--- src/adc_cmd_map.svh ---
// Opcodes, register positions, reset values and timing counts
`ifndef ADC_CMD_MAP_SVH
`define ADC_CMD_MAP_SVH

// Opcodes compared on bits 7:1 (bit 0 is don't care)
`define OPC7_WAKE   7'h00
`define OPC7_SLEEP  7'h01
`define OPC7_SYNC   7'h02
`define OPC7_RESET  7'h03
`define OPC7_FETCH  7'h09
`define OPC7_AUTO   7'h0a
`define OPC7_HALT   7'h0b
// Opcodes compared on bits 7:4
`define OPC4_REG_FETCH_CMD   4'h2
`define OPC4_REG_STORE_CMD   4'h4
// Full-byte opcodes
`define OPC_EXT_ZERO 8'h60
`define OPC_EXT_SPAN 8'h61
`define OPC_INT_ZERO 8'h62
`define OPC_FILLER   8'hff
`define OPC_RESERVED 8'hf1

// Register positions
`define REG_MUX0    4'h0
`define REG_REF     4'h2
`define REF_LSB     5
`define REF_MSB     6
`define REG_OFS0    4'h4
`define REG_GAIN0   4'h7
`define REG_IDAC1   4'hb

// Reset values
`define RST_MUX0    8'h01
`define RST_IDAC1   8'hff
`define RST_GAIN    8'h00
`define RST_OTHER   8'h00

// Timing
`define MCLK_NS      100
`define RST_HOLD_NS  600000
`define RST_HOLD_CYC ((`RST_HOLD_NS + `MCLK_NS - 1) / `MCLK_NS)

`endif

--- src/adc_cmd_pkg.sv ---
// Types shared by the command decoder
package adc_cmd_pkg;
  // Decoder states, one-hot
  typedef enum logic [5:0] {
    ST_OPC   = 6'b000001,
    ST_SYNC2 = 6'b000010,
    ST_RCNT  = 6'b000100,
    ST_RDATA = 6'b001000,
    ST_WCNT  = 6'b010000,
    ST_WDATA = 6'b100000
  } state_e;
  // Calibration kinds
  typedef enum logic [1:0] {
    CAL_NONE     = 2'h0,
    CAL_EXT_ZERO = 2'h1,
    CAL_EXT_SPAN = 2'h2,
    CAL_INT_ZERO = 2'h3
  } cal_e;
  typedef logic [7:0] byte_t;
endpackage : adc_cmd_pkg

--- src/pin_sync.sv ---
// Two-flop synchroniser for pins
`timescale 1ns/1ps
module pin_sync #(
  parameter int          W    = 3,
  parameter logic [W-1:0] INIT = '0
) (
  // Clock and reset
  input  wire logic         mclk,
  input  wire logic         arst_n,
  // Pins in, synced out
  input  wire logic [W-1:0] pinIn,
  output logic      [W-1:0] pinOut
);
  logic [W-1:0] meta;

  // First stage feeds only the second
  always_ff @(posedge mclk or negedge arst_n) begin
    if (!arst_n) begin
      meta   <= INIT;
      pinOut <= INIT;
    end else begin
      meta   <= pinIn;
      pinOut <= meta;
    end
  end
endmodule : pin_sync

--- src/spi_byte_engine.sv ---
// Serial byte shifter: sample on falling SCLK, drive on rising
`timescale 1ns/1ps
module spi_byte_engine (
  // Clock and reset
  input  wire logic        mclk,
  input  wire logic        arst_n,
  // Synced pins
  input  wire logic        sclkS,
  input  wire logic        csNS,
  input  wire logic        dinS,
  // Transmit load
  input  wire logic        txLoad,
  input  wire logic [15:0] txData,
  // Receive side
  output logic       [7:0] rxByte,
  output logic             rxValid,
  output logic             rise8,
  output logic       [6:0] rxPartial,
  output logic             sclkRise,
  // Serial out
  output logic             dout
);
  logic        sclkPrev;
  logic        sclkFall;
  logic [2:0]  bitCnt;
  logic [7:0]  rxShift;
  logic [15:0] txShift;

  // Edge finding on the synced clock
  assign sclkRise  = sclkS & ~sclkPrev & ~csNS;
  assign sclkFall  = ~sclkS & sclkPrev & ~csNS;
  assign rxPartial = rxShift[6:0];

  always_ff @(posedge mclk or negedge arst_n) begin
    if (!arst_n) sclkPrev <= 1'b0;
    else         sclkPrev <= sclkS;
  end

  // Receive; chip select high drops a partial byte
  always_ff @(posedge mclk or negedge arst_n) begin
    if (!arst_n) begin
      bitCnt  <= 3'h0;
      rxShift <= 8'h00;
      rxByte  <= 8'h00;
      rxValid <= 1'b0;
      rise8   <= 1'b0;
    end else begin
      rxValid <= 1'b0;
      rise8   <= sclkRise && (bitCnt == 3'h7);
      if (csNS) begin
        bitCnt <= 3'h0;
      end else if (sclkFall) begin
        rxShift <= {rxShift[6:0], dinS};
        bitCnt  <= bitCnt + 3'h1;
        if (bitCnt == 3'h7) begin
          rxByte  <= {rxShift[6:0], dinS};
          rxValid <= 1'b1;
        end
      end
    end
  end

  // Transmit, MSB first
  always_ff @(posedge mclk or negedge arst_n) begin
    if (!arst_n) begin
      txShift <= 16'h0000;
      dout    <= 1'b0;
    end else if (txLoad) begin
      txShift <= txData;
    end else if (sclkRise) begin
      dout    <= txShift[15];
      txShift <= {txShift[14:0], 1'b0};
    end
  end
endmodule : spi_byte_engine

--- src/adc_spi_command_decoder.sv ---
// Serial command decoder of the converter
`timescale 1ns/1ps
`include "adc_cmd_map.svh"

// What this block does
// - Wake opcode acts on eighth rising SCLK
// - Sleep waits for conversion end
// - Sleep leaves reference setting alone
// - Two sync bytes restart filter, conversion
// - Reset opcode restores registers, clears filter
// - Reset leaves serial interface; CS realigns
// - Reset holds registers for 0.6ms
// - Auto mode loads each result for readout
// - Whole-byte partial result reads allowed
// - Mode change applies at next ready
// - Halt stops auto loading after ready
// - Fetch copies latest result, any mode
// - Fetch accepted during last result byte
// - Register read returns n+1, wraps
// - Input ignored during register readout
// - Register write stores n+1 bytes
// - External zero trim updates offset trim
// - External span trim updates gain trim
// - Internal zero trim updates offset trim
module adc_spi_command_decoder #(
  parameter int RST_HOLD_CYC = `RST_HOLD_CYC
) (
  // Clock and reset
  input  wire logic              mclk,
  input  wire logic              arst_n,
  // Serial pins from the host
  input  wire logic              sclk,
  input  wire logic              csN,
  input  wire logic              din,
  // Serial pins to the host
  output logic                   dout,
  output logic                   doutEn,
  output logic                   resultReadyN,
  // Converter core
  input  wire logic              convDone,
  input  wire logic [15:0]       convResult,
  output logic                   sleepMode,
  output logic                   refOn,
  output logic                   filterReset,
  output logic                   convRestart,
  output logic                   regsHeld,
  // Calibration engine
  output logic                   calStart,
  output adc_cmd_pkg::cal_e      calKind,
  input  wire logic              calDone,
  input  wire logic [23:0]       calCoef
);

  // ----------------------------------------
  // Helpers
  // ----------------------------------------

  // Match on the seven opcode bits
  function automatic logic op7(input logic [7:0] b, input logic [6:0] c);
    op7 = (b[7:1] == c);
  endfunction : op7

  // Power-up value of one register
  function automatic logic [7:0] rstVal(input logic [3:0] a);
    case (a)
      `REG_MUX0:                      rstVal = `RST_MUX0;
      `REG_IDAC1:                     rstVal = `RST_IDAC1;
      4'h7, 4'h8, 4'h9:               rstVal = `RST_GAIN;
      default:                        rstVal = `RST_OTHER;
    endcase
  endfunction : rstVal

  // ----------------------------------------
  // Pins and byte engine
  // ----------------------------------------

  logic [2:0]          pinS;
  logic [7:0]          rxByte;
  logic                rxValid;
  logic                rise8;
  logic [6:0]          rxPartial;
  logic                sclkRise;
  logic                txLoad;
  logic [15:0]         txData;
  logic                csNS;

  // Chip select idles high
  pin_sync #(.W(3), .INIT(3'b010)) uSync (
    .mclk   (mclk),
    .arst_n (arst_n),
    .pinIn  ({sclk, csN, din}),
    .pinOut (pinS)
  );

  assign csNS = pinS[1];

  // Byte shifting; CS high drops partial bytes
  spi_byte_engine uEng (
    .mclk      (mclk),
    .arst_n    (arst_n),
    .sclkS     (pinS[2]),
    .csNS      (csNS),
    .dinS      (pinS[0]),
    .txLoad    (txLoad),
    .txData    (txData),
    .rxByte    (rxByte),
    .rxValid   (rxValid),
    .rise8     (rise8),
    .rxPartial (rxPartial),
    .sclkRise  (sclkRise),
    .dout      (dout)
  );

  // ----------------------------------------
  // Decoder state
  // ----------------------------------------

  adc_cmd_pkg::state_e state;
  logic [3:0]          addr;
  logic [3:0]          remain;
  logic [15:0]         holdCnt;
  logic [15:0]         lastResult;
  logic [7:0]          regs [16];
  logic                opcAccept;
  logic                rstHit;
  logic                syncHit;
  logic                autoLoad;
  logic                pendValid;
  logic                pendMode;
  logic                autoNext;
  logic                sleepPend;

  // A byte in opcode position, outside the reset hold
  assign opcAccept = rxValid && !csNS && (state == adc_cmd_pkg::ST_OPC)
                     && (holdCnt == 16'h0000);
  assign rstHit    = opcAccept && op7(rxByte, `OPC7_RESET);
  assign syncHit   = rxValid && !csNS && (state == adc_cmd_pkg::ST_SYNC2)
                     && op7(rxByte, `OPC7_SYNC);
  assign autoNext  = pendValid ? pendMode : autoLoad;

  // Command sequencing; CS high realigns the interface
  always_ff @(posedge mclk or negedge arst_n) begin
    if (!arst_n) begin
      state  <= adc_cmd_pkg::ST_OPC;
      addr   <= 4'h0;
      remain <= 4'h0;
    end else if (csNS) begin
      state <= adc_cmd_pkg::ST_OPC;
    end else if (rxValid) begin
      case (state)
        adc_cmd_pkg::ST_OPC: begin
          if (opcAccept && op7(rxByte, `OPC7_SYNC)) begin
            state <= adc_cmd_pkg::ST_SYNC2;
          end else if (opcAccept && rxByte[7:4] == `OPC4_REG_FETCH_CMD) begin
            addr  <= rxByte[3:0];
            state <= adc_cmd_pkg::ST_RCNT;
          end else if (opcAccept && rxByte[7:4] == `OPC4_REG_STORE_CMD) begin
            addr  <= rxByte[3:0];
            state <= adc_cmd_pkg::ST_WCNT;
          end
        end
        adc_cmd_pkg::ST_SYNC2: state <= adc_cmd_pkg::ST_OPC;
        adc_cmd_pkg::ST_RCNT: begin
          remain <= rxByte[3:0];
          state  <= adc_cmd_pkg::ST_RDATA;
        end
        adc_cmd_pkg::ST_RDATA: begin
          // Incoming bytes here are never decoded
          if (remain == 4'h0) begin
            state <= adc_cmd_pkg::ST_OPC;
          end else begin
            remain <= remain - 4'h1;
            addr   <= addr + 4'h1;
          end
        end
        adc_cmd_pkg::ST_WCNT: begin
          remain <= rxByte[3:0];
          state  <= adc_cmd_pkg::ST_WDATA;
        end
        adc_cmd_pkg::ST_WDATA: begin
          addr   <= addr + 4'h1;
          remain <= remain - 4'h1;
          if (remain == 4'h0) state <= adc_cmd_pkg::ST_OPC;
        end
        default: state <= adc_cmd_pkg::ST_OPC;
      endcase
    end
  end

  // ----------------------------------------
  // Output shift register loading
  // ----------------------------------------

  // Byte events first, then an automatic result load
  always_comb begin
    txLoad = 1'b0;
    txData = 16'h0000;
    if (rxValid && !csNS && state == adc_cmd_pkg::ST_RCNT) begin
      txLoad = 1'b1;
      txData = {regs[addr], 8'h00};
    end else if (rxValid && !csNS && state == adc_cmd_pkg::ST_RDATA
                 && remain != 4'h0) begin
      txLoad = 1'b1;
      txData = {regs[addr + 4'h1], 8'h00};
    end else if (opcAccept && op7(rxByte, `OPC7_FETCH)) begin
      txLoad = 1'b1;
      txData = lastResult;
    end else if (convDone && autoNext) begin
      txLoad = 1'b1;
      txData = convResult;
    end
  end

  // Latest conversion result
  always_ff @(posedge mclk or negedge arst_n) begin
    if (!arst_n)       lastResult <= 16'h0000;
    else if (convDone) lastResult <= convResult;
  end

  // Auto-load mode; change applies at the next ready
  always_ff @(posedge mclk or negedge arst_n) begin
    if (!arst_n) begin
      autoLoad  <= 1'b1;
      pendValid <= 1'b0;
      pendMode  <= 1'b0;
    end else begin
      if (convDone && pendValid) begin
        autoLoad  <= pendMode;
        pendValid <= 1'b0;
      end
      if (rstHit) begin
        autoLoad  <= 1'b1;
        pendValid <= 1'b0;
      end else if (opcAccept && op7(rxByte, `OPC7_AUTO)) begin
        pendValid <= 1'b1;
        pendMode  <= 1'b1;
      end else if (opcAccept && op7(rxByte, `OPC7_HALT)) begin
        pendValid <= 1'b1;
        pendMode  <= 1'b0;
      end
    end
  end

  // Ready low on each result, high once reading starts
  always_ff @(posedge mclk or negedge arst_n) begin
    if (!arst_n) begin
      resultReadyN <= 1'b1;
      doutEn       <= 1'b0;
    end else begin
      doutEn <= !csNS;
      if (convDone)                   resultReadyN <= 1'b0;
      else if (sclkRise || regsHeld)  resultReadyN <= 1'b1;
    end
  end

  // ----------------------------------------
  // Power, sync and reset hold
  // ----------------------------------------

  // Sleep after the running conversion; wake on 8th edge
  always_ff @(posedge mclk or negedge arst_n) begin
    if (!arst_n) begin
      sleepMode <= 1'b0;
      sleepPend <= 1'b0;
    end else begin
      if (opcAccept && op7(rxByte, `OPC7_SLEEP)) sleepPend <= 1'b1;
      if (convDone && sleepPend) begin
        sleepMode <= 1'b1;
        sleepPend <= 1'b0;
      end
      if (rise8 && !csNS && state == adc_cmd_pkg::ST_OPC
          && holdCnt == 16'h0000 && rxPartial == 7'h00) begin
        sleepMode <= 1'b0;
        sleepPend <= 1'b0;
      end
    end
  end

  // Reference follows its own register bits only
  assign refOn = (regs[`REG_REF][`REF_MSB:`REF_LSB] != 2'h0);

  // Reset hold counter and filter controls
  always_ff @(posedge mclk or negedge arst_n) begin
    if (!arst_n) begin
      holdCnt     <= 16'h0000;
      regsHeld    <= 1'b0;
      filterReset <= 1'b0;
      convRestart <= 1'b0;
    end else begin
      convRestart <= syncHit;
      regsHeld    <= rstHit || holdCnt > 16'h0001;
      filterReset <= syncHit || rstHit || holdCnt > 16'h0001;
      if (rstHit)                    holdCnt <= 16'(RST_HOLD_CYC);
      else if (holdCnt != 16'h0000)  holdCnt <= holdCnt - 16'h0001;
    end
  end

  // ----------------------------------------
  // Register file and calibration
  // ----------------------------------------

  // Reset values while held; else writes, then trims
  always_ff @(posedge mclk or negedge arst_n) begin
    if (!arst_n) begin
      for (int i = 0; i < 16; i++) regs[i] <= rstVal(4'(i));
    end else if (rstHit || regsHeld) begin
      for (int i = 0; i < 16; i++) regs[i] <= rstVal(4'(i));
    end else begin
      if (rxValid && !csNS && state == adc_cmd_pkg::ST_WDATA)
        regs[addr] <= rxByte;
      if (calDone && calKind == adc_cmd_pkg::CAL_EXT_SPAN) begin
        regs[`REG_GAIN0]        <= calCoef[7:0];
        regs[`REG_GAIN0 + 4'h1] <= calCoef[15:8];
        regs[`REG_GAIN0 + 4'h2] <= calCoef[23:16];
      end else if (calDone && calKind != adc_cmd_pkg::CAL_NONE) begin
        regs[`REG_OFS0]         <= calCoef[7:0];
        regs[`REG_OFS0 + 4'h1]  <= calCoef[15:8];
        regs[`REG_OFS0 + 4'h2]  <= calCoef[23:16];
      end
    end
  end

  // Calibration start and kind
  always_ff @(posedge mclk or negedge arst_n) begin
    if (!arst_n) begin
      calStart <= 1'b0;
      calKind  <= adc_cmd_pkg::CAL_NONE;
    end else begin
      calStart <= 1'b0;
      if (opcAccept && rxByte == `OPC_EXT_ZERO) begin
        calStart <= 1'b1;
        calKind  <= adc_cmd_pkg::CAL_EXT_ZERO;
      end else if (opcAccept && rxByte == `OPC_EXT_SPAN) begin
        calStart <= 1'b1;
        calKind  <= adc_cmd_pkg::CAL_EXT_SPAN;
      end else if (opcAccept && rxByte == `OPC_INT_ZERO) begin
        calStart <= 1'b1;
        calKind  <= adc_cmd_pkg::CAL_INT_ZERO;
      end
    end
  end

  logic [15:0] holdRun;

  // Length of the current reset hold
  always_ff @(posedge mclk or negedge arst_n) begin
    if (!arst_n) holdRun <= 16'h0000;
    else         holdRun <= regsHeld ? holdRun + 16'h0001 : 16'h0000;
  end
endmodule : adc_spi_command_decoder

--- config.mk ---
export PLATFORM = sky130hd
export DESIGN_NAME = adc_spi_command_decoder
export DESIGN_NICKNAME = d
export VERILOG_FILES = /design/src/adc_cmd_pkg.sv /design/src/pin_sync.sv /design/src/spi_byte_engine.sv /design/src/adc_spi_command_decoder.sv
export VERILOG_INCLUDE_DIRS = /design/src /design/src/src
export SDC_FILE = /design/constraint.sdc
export NUM_CORES = 1
export LEC_CHECK = 0
export BUFFER_PORTS_ARGS = -buffer_cell sky130_fd_sc_hd__buf_2
export CORE_UTILIZATION = 31
export CTS_CLUSTER_DIAMETER = 100
export CTS_CLUSTER_SIZE = 20
export DETAILED_ROUTE_END_ITERATION = 7
export REMOVE_ABC_BUFFERS = 1
export SLEW_MARGIN = 10
export SYNTH_ARGS = -nofsm -noshare
export SYNTH_HDL_FRONTEND = slang
export SYNTH_HIERARCHICAL = 1
export SYNTH_SLANG_ARGS = --single-unit
--- constraint.sdc ---
create_clock -name mclk -period 6 [get_ports mclk]
set_clock_uncertainty 0.15 [all_clocks]
set_input_delay 0.3 -clock mclk [delete_from_list [all_inputs] [get_ports mclk]]
set_output_delay 0.3 -clock mclk [all_outputs]
set_load 0.03 [all_outputs]
==> results of run 1 <==
[metal layers]
| metal | vias up | global-route usage | wire length, microns |
|---|---|---|---|
| met2 | 414 | 0.2600 | 16410 |
| li1 | 4622 | - | - |
| met1 | 5085 | 0.2646 | 17360 |
| met3 | 57 | 0.02799 | 2902 |
| met5 | - | 0 | 0 |
| met4 | 0 | 0.05287 | 1154 |
[layout make-up]
type,instances,area [sq um],area share
multi-input cells,919,6755,0.4632
flip-flops and latches,231,5803,0.3979
repair buffers,121,885.9,0.06074
well taps,539,674.4,0.04624
clock buffers,23,405.4,0.02779
inverters,12,50.05,0.003431
clock inverters,1,11.26,0.0007721
[through the flow]
stage                     instance area, sq um  std cells  hold WS (ns)
after floorplan                          12590       1162       -0.1456
after global placement                   13720       1778        0.1871
after detailed placement                 13720       1778        0.1847
after CTS                                14580       1846        0.1416
after global routing                     14590       1846        0.1785
final                                    14590       1846        0.1364
[worst max path at each step]
stage               cells after the start  startpoint               end  slack [ns]
floorplan                               8     addr[0]  uEng/txShift[15]        1.03
global placement                       10     addr[1]  uEng/txShift[15]        2.27
detailed placement                      6    state[2]          regs[93]        2.19
CTS                                     6    state[2]          regs[93]        2.18
global route                            6    state[2]          regs[93]        1.82
finish                                  6    state[2]          regs[93]        2.13
[power breakdown]
group          internal, mW  leakage (nW)  switching, mW
registers              1.69          2.83          0.105
logic                 0.192          3.04          0.164
clock network         0.474         0.200          0.563
[cells in the mapped netlist (5+ instances only)]
| library cell | number |
|---|---|
| nand4_1 | 10 |
| a21oi_2 | 8 |
| inv_1 | 11 |
| o21ai_0 | 19 |
| a21oi_1 | 129 |
| nand3_1 | 26 |
| a22oi_1 | 16 |
| buf_6 | 16 |
| mux2i_1 | 52 |
| buf_2 | 18 |
| dfstp_2 | 14 |
| nor2b_1 | 23 |
| nor2_1 | 98 |
| nand4b_1 | 5 |
| or2_2 | 9 |
| nand2_1 | 209 |
| ha_1 | 10 |
| nor4_1 | 6 |
| nor3_1 | 16 |
| buf_1 | 14 |
| or3_1 | 11 |
| a221oi_1 | 8 |
| mux2_2 | 52 |
| and2_1 | 11 |
| mux4_2 | 64 |
| xnor2_1 | 7 |
| a211oi_1 | 49 |
| nand4_2 | 7 |
| dfrtp_1 | 217 |
| clkbuf_1 | 47 |
| xor2_1 | 9 |
[critical path, cell delays in order (launching register included)]
cell	delay, ns
dfrtp_1	0.55
nor4b_4	0.77
nand2_1	0.27
or4_1	0.75
nand2b_4	0.63
buf_4	0.46
a211oi_1	0.08
[registers in the layout (all words and copies together), names as in the netlist, 3 cells and up]
| register | count |
|---|---|
| uEng/txShift | 16 |
| uSync/pinOut | 3 |
| uEng/rxShift | 7 |
| uEng/bitCnt | 3 |
| regs | 128 |
| remain | 4 |
| holdCnt | 16 |
| lastResult | 16 |
| uSync/meta | 3 |
| state | 6 |
| uEng/rxByte | 8 |
| addr | 4 |
[placed cells by master (no fill, tap or decap), types with 5 or more instances in the layout]
cell	count
dfrtp_1	215
nand2_1	209
a21oi_1	129
nor2_1	98
mux4_2	64
buf_2	56
mux2i_1	52
mux2_2	52
a211oi_1	49
dlygate4sd3_1	44
nand3_1	26
nor2b_1	23
buf_4	20
o21ai_0	19
a22oi_1	16
nor3_1	15
clkbuf_16	15
dfstp_2	14
inv_1	11
and2_1	11
or3_1	11
nand4_1	10
ha_1	10
xor2_1	9
or2_2	9
a221oi_1	8
clkbuf_1	8
a21oi_2	8
nand4_2	7
xnor2_1	7
nor4_1	6
nand4b_1	5
[kinds of logic (layout without fill, tap and decap cells)]
kind of cell,after synthesis,in the layout
buffers and inverters,110,157
multiplexers,169,169
adder cells (fa/ha/maj),10,10
XOR/XNOR,16,16
AO/OA/AOI/OAI,254,254
AND/OR/NAND/NOR,470,470
flip-flops,231,231
[timing repair]
item	in CTS	in global routing
endpoints found under the hold margin	170	0
gates resized for setup	0	0
hold buffers	44	0
==> results by group, run 1 <==
Outcome
  – Status: finished, final reports clean

Place
  – Setup WS pre-CTS: 2.191 ns
  – Final GP Congestion: 0.8758
  – Dpl hpwl: 25370 microns
  – I/O Buffers: 57

Critical path
  – R2R Setup Slk: 2.13 ns
  – Reg2reg start: state[2]
  – Crit path capture type: register
  – Reg-to-Reg End: regs[93]
  – Crit Path Category: register to register
  – Crit path DAT: 4.08 ns
  – Worst EP required: 6.21 ns
  – Crit start category: register
  – FF-to-FF path depth: 6
  – Maximum fanout along the worst path: 62

Final layout
  – Fin util: 0.3485
  – Layout cells sized above 1: 0.2043
  – Antenna diodes: 0
  – Synthesis-to-layout area growth: 11.10%
  – Nets: 1357
  – Fillers: 4219

Synthesis
  – Post-synth EDFFs: 0
  – YS warnings: 6
  – Xor and xnor fraction of the mapped netlist area: 0.01067
  – Synth Area in Simple Gates: 0.1799
  – Sequential area share after synthesis: 0.4417
  – Combinational family with the most area after synthesis: multiplexers
  – Main synth FF type: dfrtp_1
  – Cell Area, Synth: 0.01313 sq mm
  – Mean Syn Cell Area: 10.42 sq um
  – Cells after Synth: 1260
  – Largest cells by area after synthesis: dfrtp_1 41%, mux4_2 11%, nand2_1 6.0%
  – Yosys cell types: 69
  – Yosys reg bits: 231
  – Yosys top cell area share: 0.4136
  – Mux cell area share after synthesis: 0.1949
  – Post-synthesis compound-gate area fraction: 0.1188
  – Cell taking the most area after synthesis: dfrtp_1
  – Ys async rst share: 1.000
  – Adder-Cell Fraction of Synth Area: 0.009531

Die
  – Die area: 0.04317 sq mm
  – Starting Density: 0.3137
  – Die span in y: 207.8 microns
  – Die Wd: 207.8 microns
  – Core area: 0.04185 sq mm
  – I/O pins: 58
  – Cell Rows: 75

GRT
  – Antenna violations before repair: 0
  – GRT Overall Usage: 0.1765
  – Vias in the first global route: 9964
  – First-pass GRT wire length: 60470 microns
  – Grt ovf: 0
  – Largest net degree at the start of global routing: 111

Routing
  – Vias per cell: 5.514
  – Vias post-DR: 10.18k
  – Initial DRC Count: 868
  – Routed len/inst: 20.49 microns
  – DR DRC count: 0
  – Final ANT Viol Nets: 0
  – Drt total wl: 37830 microns
  – Iteration count of the initial detailed-routing pass: 5

CTS
  – Worst skew pair latency: 0.50 ns
  – Maximum clock path buffer count: 3
  – Clk sinks: 231
  – TritonCTS clock tree: done
  – Post-CTS Setup Bufs: 0
  – CTS clk-pin slew, worst paths: 0.10 ns
  – CTS buffer count: 15
  – Htree depth: 1
  – Clk root buf: clkbuf_16

Pwr
  – Cell Pwr Density: 218.5 mW/mm^2
  – Total power draw: 3.187 mW
  – P_leak: 6.064 nW
  – Maximum vdd drop: 135.7 uV

Worst hold path
  – Type of the tightest min-delay check: input port to register
  – Worst hold endpoint: resultReadyN
  – Hold_sp: convDone
  – Hold Path Depth: 2

STA
  – Worst slew margin: 0.1636
  – Fin. Hold Viols: 0
  – Final Cycle Share: 0.6454
  – Transition time of the tightest slew-check pin: 1.245 ns
  – RSZ-0062 raised after global routing: false
  – Setup TNS: 0 ns
  – Pins Over Slew Limit: 0
  – Setup Viol. Count Final: 0
  – Peak Freq: 258.2 MHz
  – Tmin final: 3.872 ns
  – Final WS setup: 2.128 ns

Job
  – Max Cap Violations: 0
(Power assumes the default switching activity.)
==> run 2: changes to the inputs <==
Clock period 6 ns to 3.8 ns, I/O delays scaled along.
==> results by group, run 2 (synthesis results as in run 1) <==
Final layout
  – Nets: 1378 (was 1357)
  – Commonest non-fill, non-tap cells in the layout: 215 x dfrtp_1, 209 x nand2_1, 129 x a21oi_1 (unchanged)
  – Layout cells sized above 1: 0.2182 (was 0.2043)
  – Antenna diodes: 0 (unchanged)
  – Max reg flops: 128 (unchanged)
  – Synthesis-to-layout area growth: 13.04% (was 11.10%)
  – Largest Register: regs (unchanged)
  – Commonest non-fill, non-tap cell in the layout: dfrtp_1 (unchanged)

Critical path
  – Crit path capture type: register (unchanged)
  – Crit path DAT: 3.48 ns (was 4.08 ns)
  – CP cell instances: inv_1 > ha_1 > buf_4 > mux4_2 > mux2_2 > a221oi_1 > o21ai_1 > nor2b_1 > a21oi_2 (was nor4b_4 > nand2_1 > or4_1 > nand2b_4 > buf_4 > a211oi_1)
  – FF-to-FF path depth: 9 (was 6)
  – Critical path's largest stage delay: 0.62 ns (was 0.77 ns)
  – Crit start category: register (unchanged)
  – Slowest CP cell: ha_1 (was nor4b_4)
  – Worst EP required: 4.04 ns (was 6.21 ns)
  – Reg-to-Reg End: uEng/txShift[14] (was regs[93])
  – R2R Setup Slk: 0.56 ns (was 2.13 ns)
  – Crit path from: addr[0] (was state[2])
  – Reg2reg start: addr[0] (was state[2])
  – Maximum fanout along the worst path: 9 (was 62)
  – Delay-heaviest family, CP: compound AO/OA/AOI/OAI gates (was simple AND/OR/NAND/NOR gates)
  – Crit Path Category: register to register (unchanged)
  – Critical path buffers and inverters: 2 (was 1)

GRT
  – Largest net degree at the start of global routing: 120 (was 111)
  – First-pass GRT wire length: 59310 microns (was 60470 microns)
  – Grt ovf: 0 (unchanged)
  – Vias in the first global route: 10.14k (was 9964)
  – Antenna violations before repair: 1 (was 0)
  – GRT Overall Usage: 0.1728 (was 0.1765)

CTS
  – Clk sinks: 231 (unchanged)
  – Post-CTS Setup Bufs: 0 (unchanged)
  – Cts hold-fix bufs: 44 (unchanged)
  – Clk root buf: clkbuf_16 (unchanged)
  – Htree depth: 1 (unchanged)
  – Maximum clock path buffer count: 3 (unchanged)
  – CTS clk-pin slew, worst paths: 0.09 ns (was 0.10 ns)
  – Worst skew pair latency: 0.52 ns (was 0.50 ns)
  – Post-cts sizing count: 0 (unchanged)
  – TritonCTS clock tree: done (unchanged)
  – CTS buffer count: 16 (was 15)

Die
  – Core area: 0.04185 sq mm (unchanged)
  – Starting Density: 0.3137 (unchanged)
  – Die span in y: 207.8 microns (unchanged)
  – Die area: 0.04317 sq mm (unchanged)
  – Die Wd: 207.8 microns (unchanged)
  – Cell Rows: 75 (unchanged)
  – I/O pins: 58 (unchanged)

Job
  – Max Cap Violations: 0 (unchanged)

Outcome
  – Status: finished, final reports clean (unchanged)

Routing
  – Initial DRC Count: 795 (was 868)
  – Routed len/inst: 19.65 microns (was 20.49 microns)
  – Drt total wl: 36700 microns (was 37830 microns)
  – Iteration count of the initial detailed-routing pass: 5 (unchanged)
  – Vias post-DR: 10.16k (was 10.18k)
  – Final ANT Viol Nets: 0 (unchanged)
  – Vias per cell: 5.437 (was 5.514)
  – DR DRC count: 0 (unchanged)

STA
  – Setup Viol. Count Final: 0 (unchanged)
  – Tightest hold margin: 0.02082 ns (was 0.1364 ns)
  – Tmin final: 3.242 ns (was 3.872 ns)
  – Final Cycle Share: 0.8533 (was 0.6454)
  – Peak Freq: 308.4 MHz (was 258.2 MHz)
  – Worst slew margin: 0.3620 (was 0.1636)
  – Final WS setup: 0.5576 ns (was 2.128 ns)
  – Pins Over Slew Limit: 0 (unchanged)
  – Fin. Hold Viols: 0 (unchanged)
  – RSZ-0062 raised after global routing: false (unchanged)
  – Transition time of the tightest slew-check pin: 0.9569 ns (was 1.245 ns)

Worst hold path
  – Hold_sp: convDone (unchanged)
  – Hold Path Depth: 2 (unchanged)
  – Worst hold endpoint: resultReadyN (unchanged)
  – Type of the tightest min-delay check: input port to register (unchanged)

Pwr
  – Total power draw: 5.113 mW (was 3.187 mW)
  – P_leak: 6.208 nW (was 6.064 nW)
  – Cell Pwr Density: 344.6 mW/mm^2 (was 218.5 mW/mm^2)
  – Maximum vdd drop: 227.0 uV (was 135.7 uV)

Place
  – Setup WS pre-CTS: 0.6448 ns (was 2.191 ns)
  – I/O Buffers: 57 (unchanged)
  – Final GP Congestion: 0.8675 (was 0.8758)
  – Dpl hpwl: 25080 microns (was 25370 microns)
[run 2: cell types whose count changed in the layout (fill, tap and decap cells not counted), sizes merged]
cell	delta
buf	+20
clkinv	+2
clkbuf	-1
inv	+1
[run 2: report_power, final]
group / switching [mW] / total (mW) / leakage (nW) / internal (mW)
Clock: 0.922 / 1.73 / 0.229 / 0.808
Combinational: 0.262 / 0.568 / 3.15 / 0.306
Sequential: 0.149 / 2.81 / 2.83 / 2.67
[run 2: cell type report]
type,count,area (sq um)
timing repair buffer,141,1086
inverter,12,50.05
multi-input combinational,919,6750
sequential,231,5803
clock buffer,22,422.9
tap,539,674.4
clock inverter,4,52.55
fill,4214,27010
[run 2: worst max path at each step]
stage	to	slack [ns]	depth (start not counted)
after global placement	uEng/txShift[14]	0.60	9
final	uEng/txShift[14]	0.56	9
after CTS	uEng/txShift[14]	0.62	9
after global routing	uEng/txShift[11]	0.43	9
after floorplan	uEng/txShift[15]	-1.17	8
after detailed placement	uEng/txShift[14]	0.64	9
[run 2: per-stage QoR]
stage / util / setup TNS [ns] / area (sq um) / cells
after CTS: 0.3546 / 0 / 14840 / 1868
after global routing: 0.3546 / 0 / 14840 / 1868
after detailed placement: 0.3327 / 0 / 13920 / 1798
after floorplan: - / -8.655 / 12590 / 1162
final: 0.3546 / 0 / 14840 / 1868
after global placement: 0.3327 / 0 / 13920 / 1798
[run 2: per-layer routing]
metal	track usage	vias up	wire [microns]
met5	0	-	13
li1	-	4673	-
met1	0.2472	5071	16820
met3	0.03616	55	2645
met4	0.05390	2	1164
met2	0.2608	355	16060
==> run 3: changes to the inputs <==
Settings changed: CORE_ASPECT_RATIO set to 1.4, SYNTH_HIERARCHICAL 1 to not set.
==> results by group, run 3 <==
STA
  – Final Cycle Share: 0.9271 (was 0.8533)
  – RSZ-0062 raised after global routing: false (unchanged)
  – Peak Freq: 283.9 MHz (was 308.4 MHz)
  – Tightest hold margin: 0.07261 ns (was 0.02082 ns)
  – Fin. Hold Viols: 0 (unchanged)
  – Setup Viol. Count Final: 0 (unchanged)
  – Transition time of the tightest slew-check pin: 0.9108 ns (was 0.9569 ns)
  – Tmin final: 3.523 ns (was 3.242 ns)
  – Pins Over Slew Limit: 0 (unchanged)
  – Worst slew margin: 0.3881 (was 0.3620)

Final layout
  – Synthesis-to-layout area growth: 14.01% (was 13.04%)
  – Largest Register: regs (unchanged)
  – Nets: 1337 (was 1378)
  – Antenna diodes: 0 (unchanged)
  – Fillers: 4091 (was 4214)
  – Layout cells sized above 1: 0.1896 (was 0.2182)
  – Commonest non-fill, non-tap cell in the layout: dfrtp_1 (unchanged)
  – Design area: 0.01460 sq mm (was 0.01484 sq mm)
  – Max reg flops: 128 (unchanged)
  – Commonest non-fill, non-tap cells in the layout: 215 x dfrtp_1, 180 x nand2_1, 106 x a21oi_1 (was 215 x dfrtp_1, 209 x nand2_1, 129 x a21oi_1)
  – Layout Cells excl Fill: 1821 (was 1868)
  – Fin util: 0.3606 (was 0.3546)

Critical path
  – Worst EP required: 4.05 ns (was 4.04 ns)
  – Crit path capture type: register (unchanged)
  – Reg-to-Reg End: regs[100] (was uEng/txShift[14])
  – Reg2reg start: holdCnt[0] (was addr[0])
  – Crit path DAT: 3.77 ns (was 3.48 ns)
  – Crit Path Category: register to register (unchanged)
  – Critical path's largest stage delay: 0.58 ns (was 0.62 ns)
  – R2R Setup Slk: 0.28 ns (was 0.56 ns)
  – Crit start category: register (unchanged)
  – Maximum fanout along the worst path: 17 (was 9)
  – Slowest CP cell: or4_4 (was ha_1)
  – FF-to-FF path depth: 8 (was 9)
  – CP cell instances: inv_1 > ha_1 > or3b_2 > or4_4 > or4_4 > o21bai_4 > buf_4 > a21oi_1 (was inv_1 > ha_1 > buf_4 > mux4_2 > mux2_2 > a221oi_1 > o21ai_1 > nor2b_1 > a21oi_2)
  – Crit-path most repeated cell: or4_4

Synthesis
  – Yosys cell types: 60 (was 69)
  – Top post-synthesis cells by count: 217 x dfrtp_1, 180 x nand2_1, 106 x a21oi_1, 85 x nor2_1, 76 x mux2i_1 (was 217 x dfrtp_1, 209 x nand2_1, 129 x a21oi_1, 98 x nor2_1, 64 x mux4_2)
  – Cells after Synth: 1224 (was 1260)
  – Mean Syn Cell Area: 10.46 sq um (was 10.42 sq um)
  – Post-synth EDFFs: 0 (unchanged)
  – Count leader, synth: dfrtp_1 (unchanged)
  – Sequential area share after synthesis: 0.4528 (was 0.4417)
  – YS warnings: 0 (was 6)
  – Ys async rst share: 1.000 (unchanged)
  – Cell Area, Synth: 0.01281 sq mm (was 0.01313 sq mm)
  – Yosys reg bits: 231 (unchanged)
  – Largest cells by area after synthesis: dfrtp_1 42%, mux4_2 11%, mux2i_1 5.9% (was dfrtp_1 41%, mux4_2 11%, nand2_1 6.0%)
  – Main synth FF type: dfrtp_1 (unchanged)
  – Yosys top cell area share: 0.4240 (was 0.4136)
  – Cell taking the most area after synthesis: dfrtp_1 (unchanged)

Routing
  – Routed len/inst: 19.93 microns (was 19.65 microns)
  – Vias post-DR: 9926 (was 10.16k)
  – Initial DRC Count: 735 (was 795)
  – Iteration count of the initial detailed-routing pass: 5 (unchanged)
  – Wl on met1: 15370 microns (was 16820 microns)
  – Drt total wl: 36290 microns (was 36700 microns)
  – Vias per cell: 5.451 (was 5.437)
  – Met3 Wirelength: 1331 microns (was 2645 microns)
  – DR DRC count: 0 (unchanged)
  – Top sig layer: met4 (was met5)
  – DR WL met2: 18250 microns (was 16060 microns)
  – Final ANT Viol Nets: 0 (unchanged)

Outcome
  – Status: finished, final reports clean (unchanged)

Place
  – Dpl hpwl: 25050 microns (was 25080 microns)
  – Final GP Congestion: 0.8516 (was 0.8675)
  – I/O Buffers: 57 (unchanged)
  – DP Area: 0.01374 sq mm (was 0.01392 sq mm)
  – Placed instance count: 1753 (was 1798)

Die
  – Core area: 0.04049 sq mm (was 0.04185 sq mm)
  – Die Wd: 173.8 microns (was 207.8 microns)
  – I/O pins: 58 (unchanged)
  – Starting Density: 0.3162 (was 0.3137)
  – Cell Rows: 87 (was 75)
  – Die span in y: 242.5 microns (was 207.8 microns)
  – Die area: 0.04214 sq mm (was 0.04317 sq mm)

CTS
  – CTS clk-pin slew, worst paths: 0.09 ns (about the same)
  – Post-cts sizing count: 0 (unchanged)
  – Worst skew pair latency: 0.51 ns (was 0.52 ns)
  – Maximum clock path buffer count: 3 (unchanged)
  – Post-CTS Setup Bufs: 0 (unchanged)
  – TritonCTS clock tree: done (unchanged)
  – CTS buffer count: 15 (was 16)
  – Cts hold-fix bufs: 44 (unchanged)
  – Clk root buf: clkbuf_16 (unchanged)
  – Clk sinks: 231 (unchanged)
  – Htree depth: 1 (unchanged)

GRT
  – Antenna violations before repair: 0 (was 1)
  – Largest net degree at the start of global routing: 109 (was 120)
  – Grt ovf: 0 (unchanged)
  – First-pass GRT wire length: 57700 microns (was 59310 microns)
  – Vias in the first global route: 9949 (was 10.14k)
  – GRT Overall Usage: 0.1723 (was 0.1728)

Job
  – Max Cap Violations: 0 (unchanged)

Worst hold path
  – Type of the tightest min-delay check: input port to register (unchanged)
  – Hold Path Depth: 2 (unchanged)
  – Hold_sp: convDone (unchanged)
  – Worst hold endpoint: resultReadyN (unchanged)

Pwr
  – Cell Pwr Density: 335.3 mW/mm^2 (was 344.6 mW/mm^2)
  – P_leak: 6.250 nW (was 6.208 nW)
  – Maximum vdd drop: 229.7 uV (was 227.0 uV)
  – Total power draw: 4.895 mW (was 5.113 mW)
[run 3: cell types whose count changed after synthesis, sizes merged, moves of 9 or more]
cell,before,now
nor4,9,18
mux2,53,26
o32ai,0,9
nand4,18,8
nor2b,23,12
nand3,26,17
nand2,209,180
mux2i,52,76
buf,51,34
clkbuf,47,69
a21oi,137,106
nor2,98,85
o211ai,3,16
and3,1,20
[run 3: metal layers]
metal  track usage  up-vias
li1              -     4586
met1        0.2195     5020
met2        0.2969      257
met3       0.01868       63
met4       0.06940        0
met5             0        -
[run 3: how the worst max path moves through the flow]
stage / to / start
floorplan: regs[40] / holdCnt[10]
detailed placement: regs[100] / holdCnt[1]
global route: regs[100] / holdCnt[1]
finish: regs[100] / holdCnt[0]
global placement: regs[124] / holdCnt[0]
CTS: regs[100] / holdCnt[1]
[run 3: kinds of logic (layout without fill, tap and decap cells)]
| group | after synthesis | after routing | synth area share |
|---|---|---|---|
| xor gates and xnor gates | 18 | 18 | 0.01231 |
| and+or+nand+nor | 416 | 416 | 0.1562 |
| buffers and inverters | 122 | 185 | 0.04250 |
| muxes | 166 | 166 | 0.1948 |
| AOI/OAI and AO/OA | 261 | 261 | 0.1316 |
| DFF | 231 | 231 | 0.4528 |
| adders and majority gates | 10 | 10 | 0.009770 |
[run 3: area by class of cell]
cell class                      count  area [sq um]  area share
Sequential cell                   231          5803      0.3975
Clock buffer                       23         415.4     0.02845
Tap cell                          534         668.1     0.04576
Multi-Input combinational cell    871          6490      0.4445
Clock inverter                      1         8.758   0.0005999
Inverter                           19         71.32    0.004885
Timing Repair Buffer              142          1144     0.07833
[run 3: stage by stage]
stage | setup slack [ns] | TNS (ns)
floorplan | -3.100 | -364.64
global placement | 0.3595 | 0
detailed placement | 0.3313 | 0
CTS | 0.3250 | 0
global route | 0.1723 | 0
finish | 0.2771 | 0
[run 3: critical path, delay by kind of cell (launching register included)]
kind | cells | cell delay (ns)
AND/OR/NAND/NOR | 3 | 1.65
AO/OA/AOI/OAI | 2 | 0.62
flip-flops | 1 | 0.43
buffers and inverters | 2 | 0.42
adder cells (fa/ha/maj) | 1 | 0.13
[run 3: power breakdown]
| part | internal (mW) | switching (mW) | leakage (nW) |
|---|---|---|---|
| Clock | 0.764 | 0.876 | 0.205 |
| Combinational | 0.263 | 0.225 | 3.10 |
| Sequential | 2.64 | 0.124 | 2.95 |
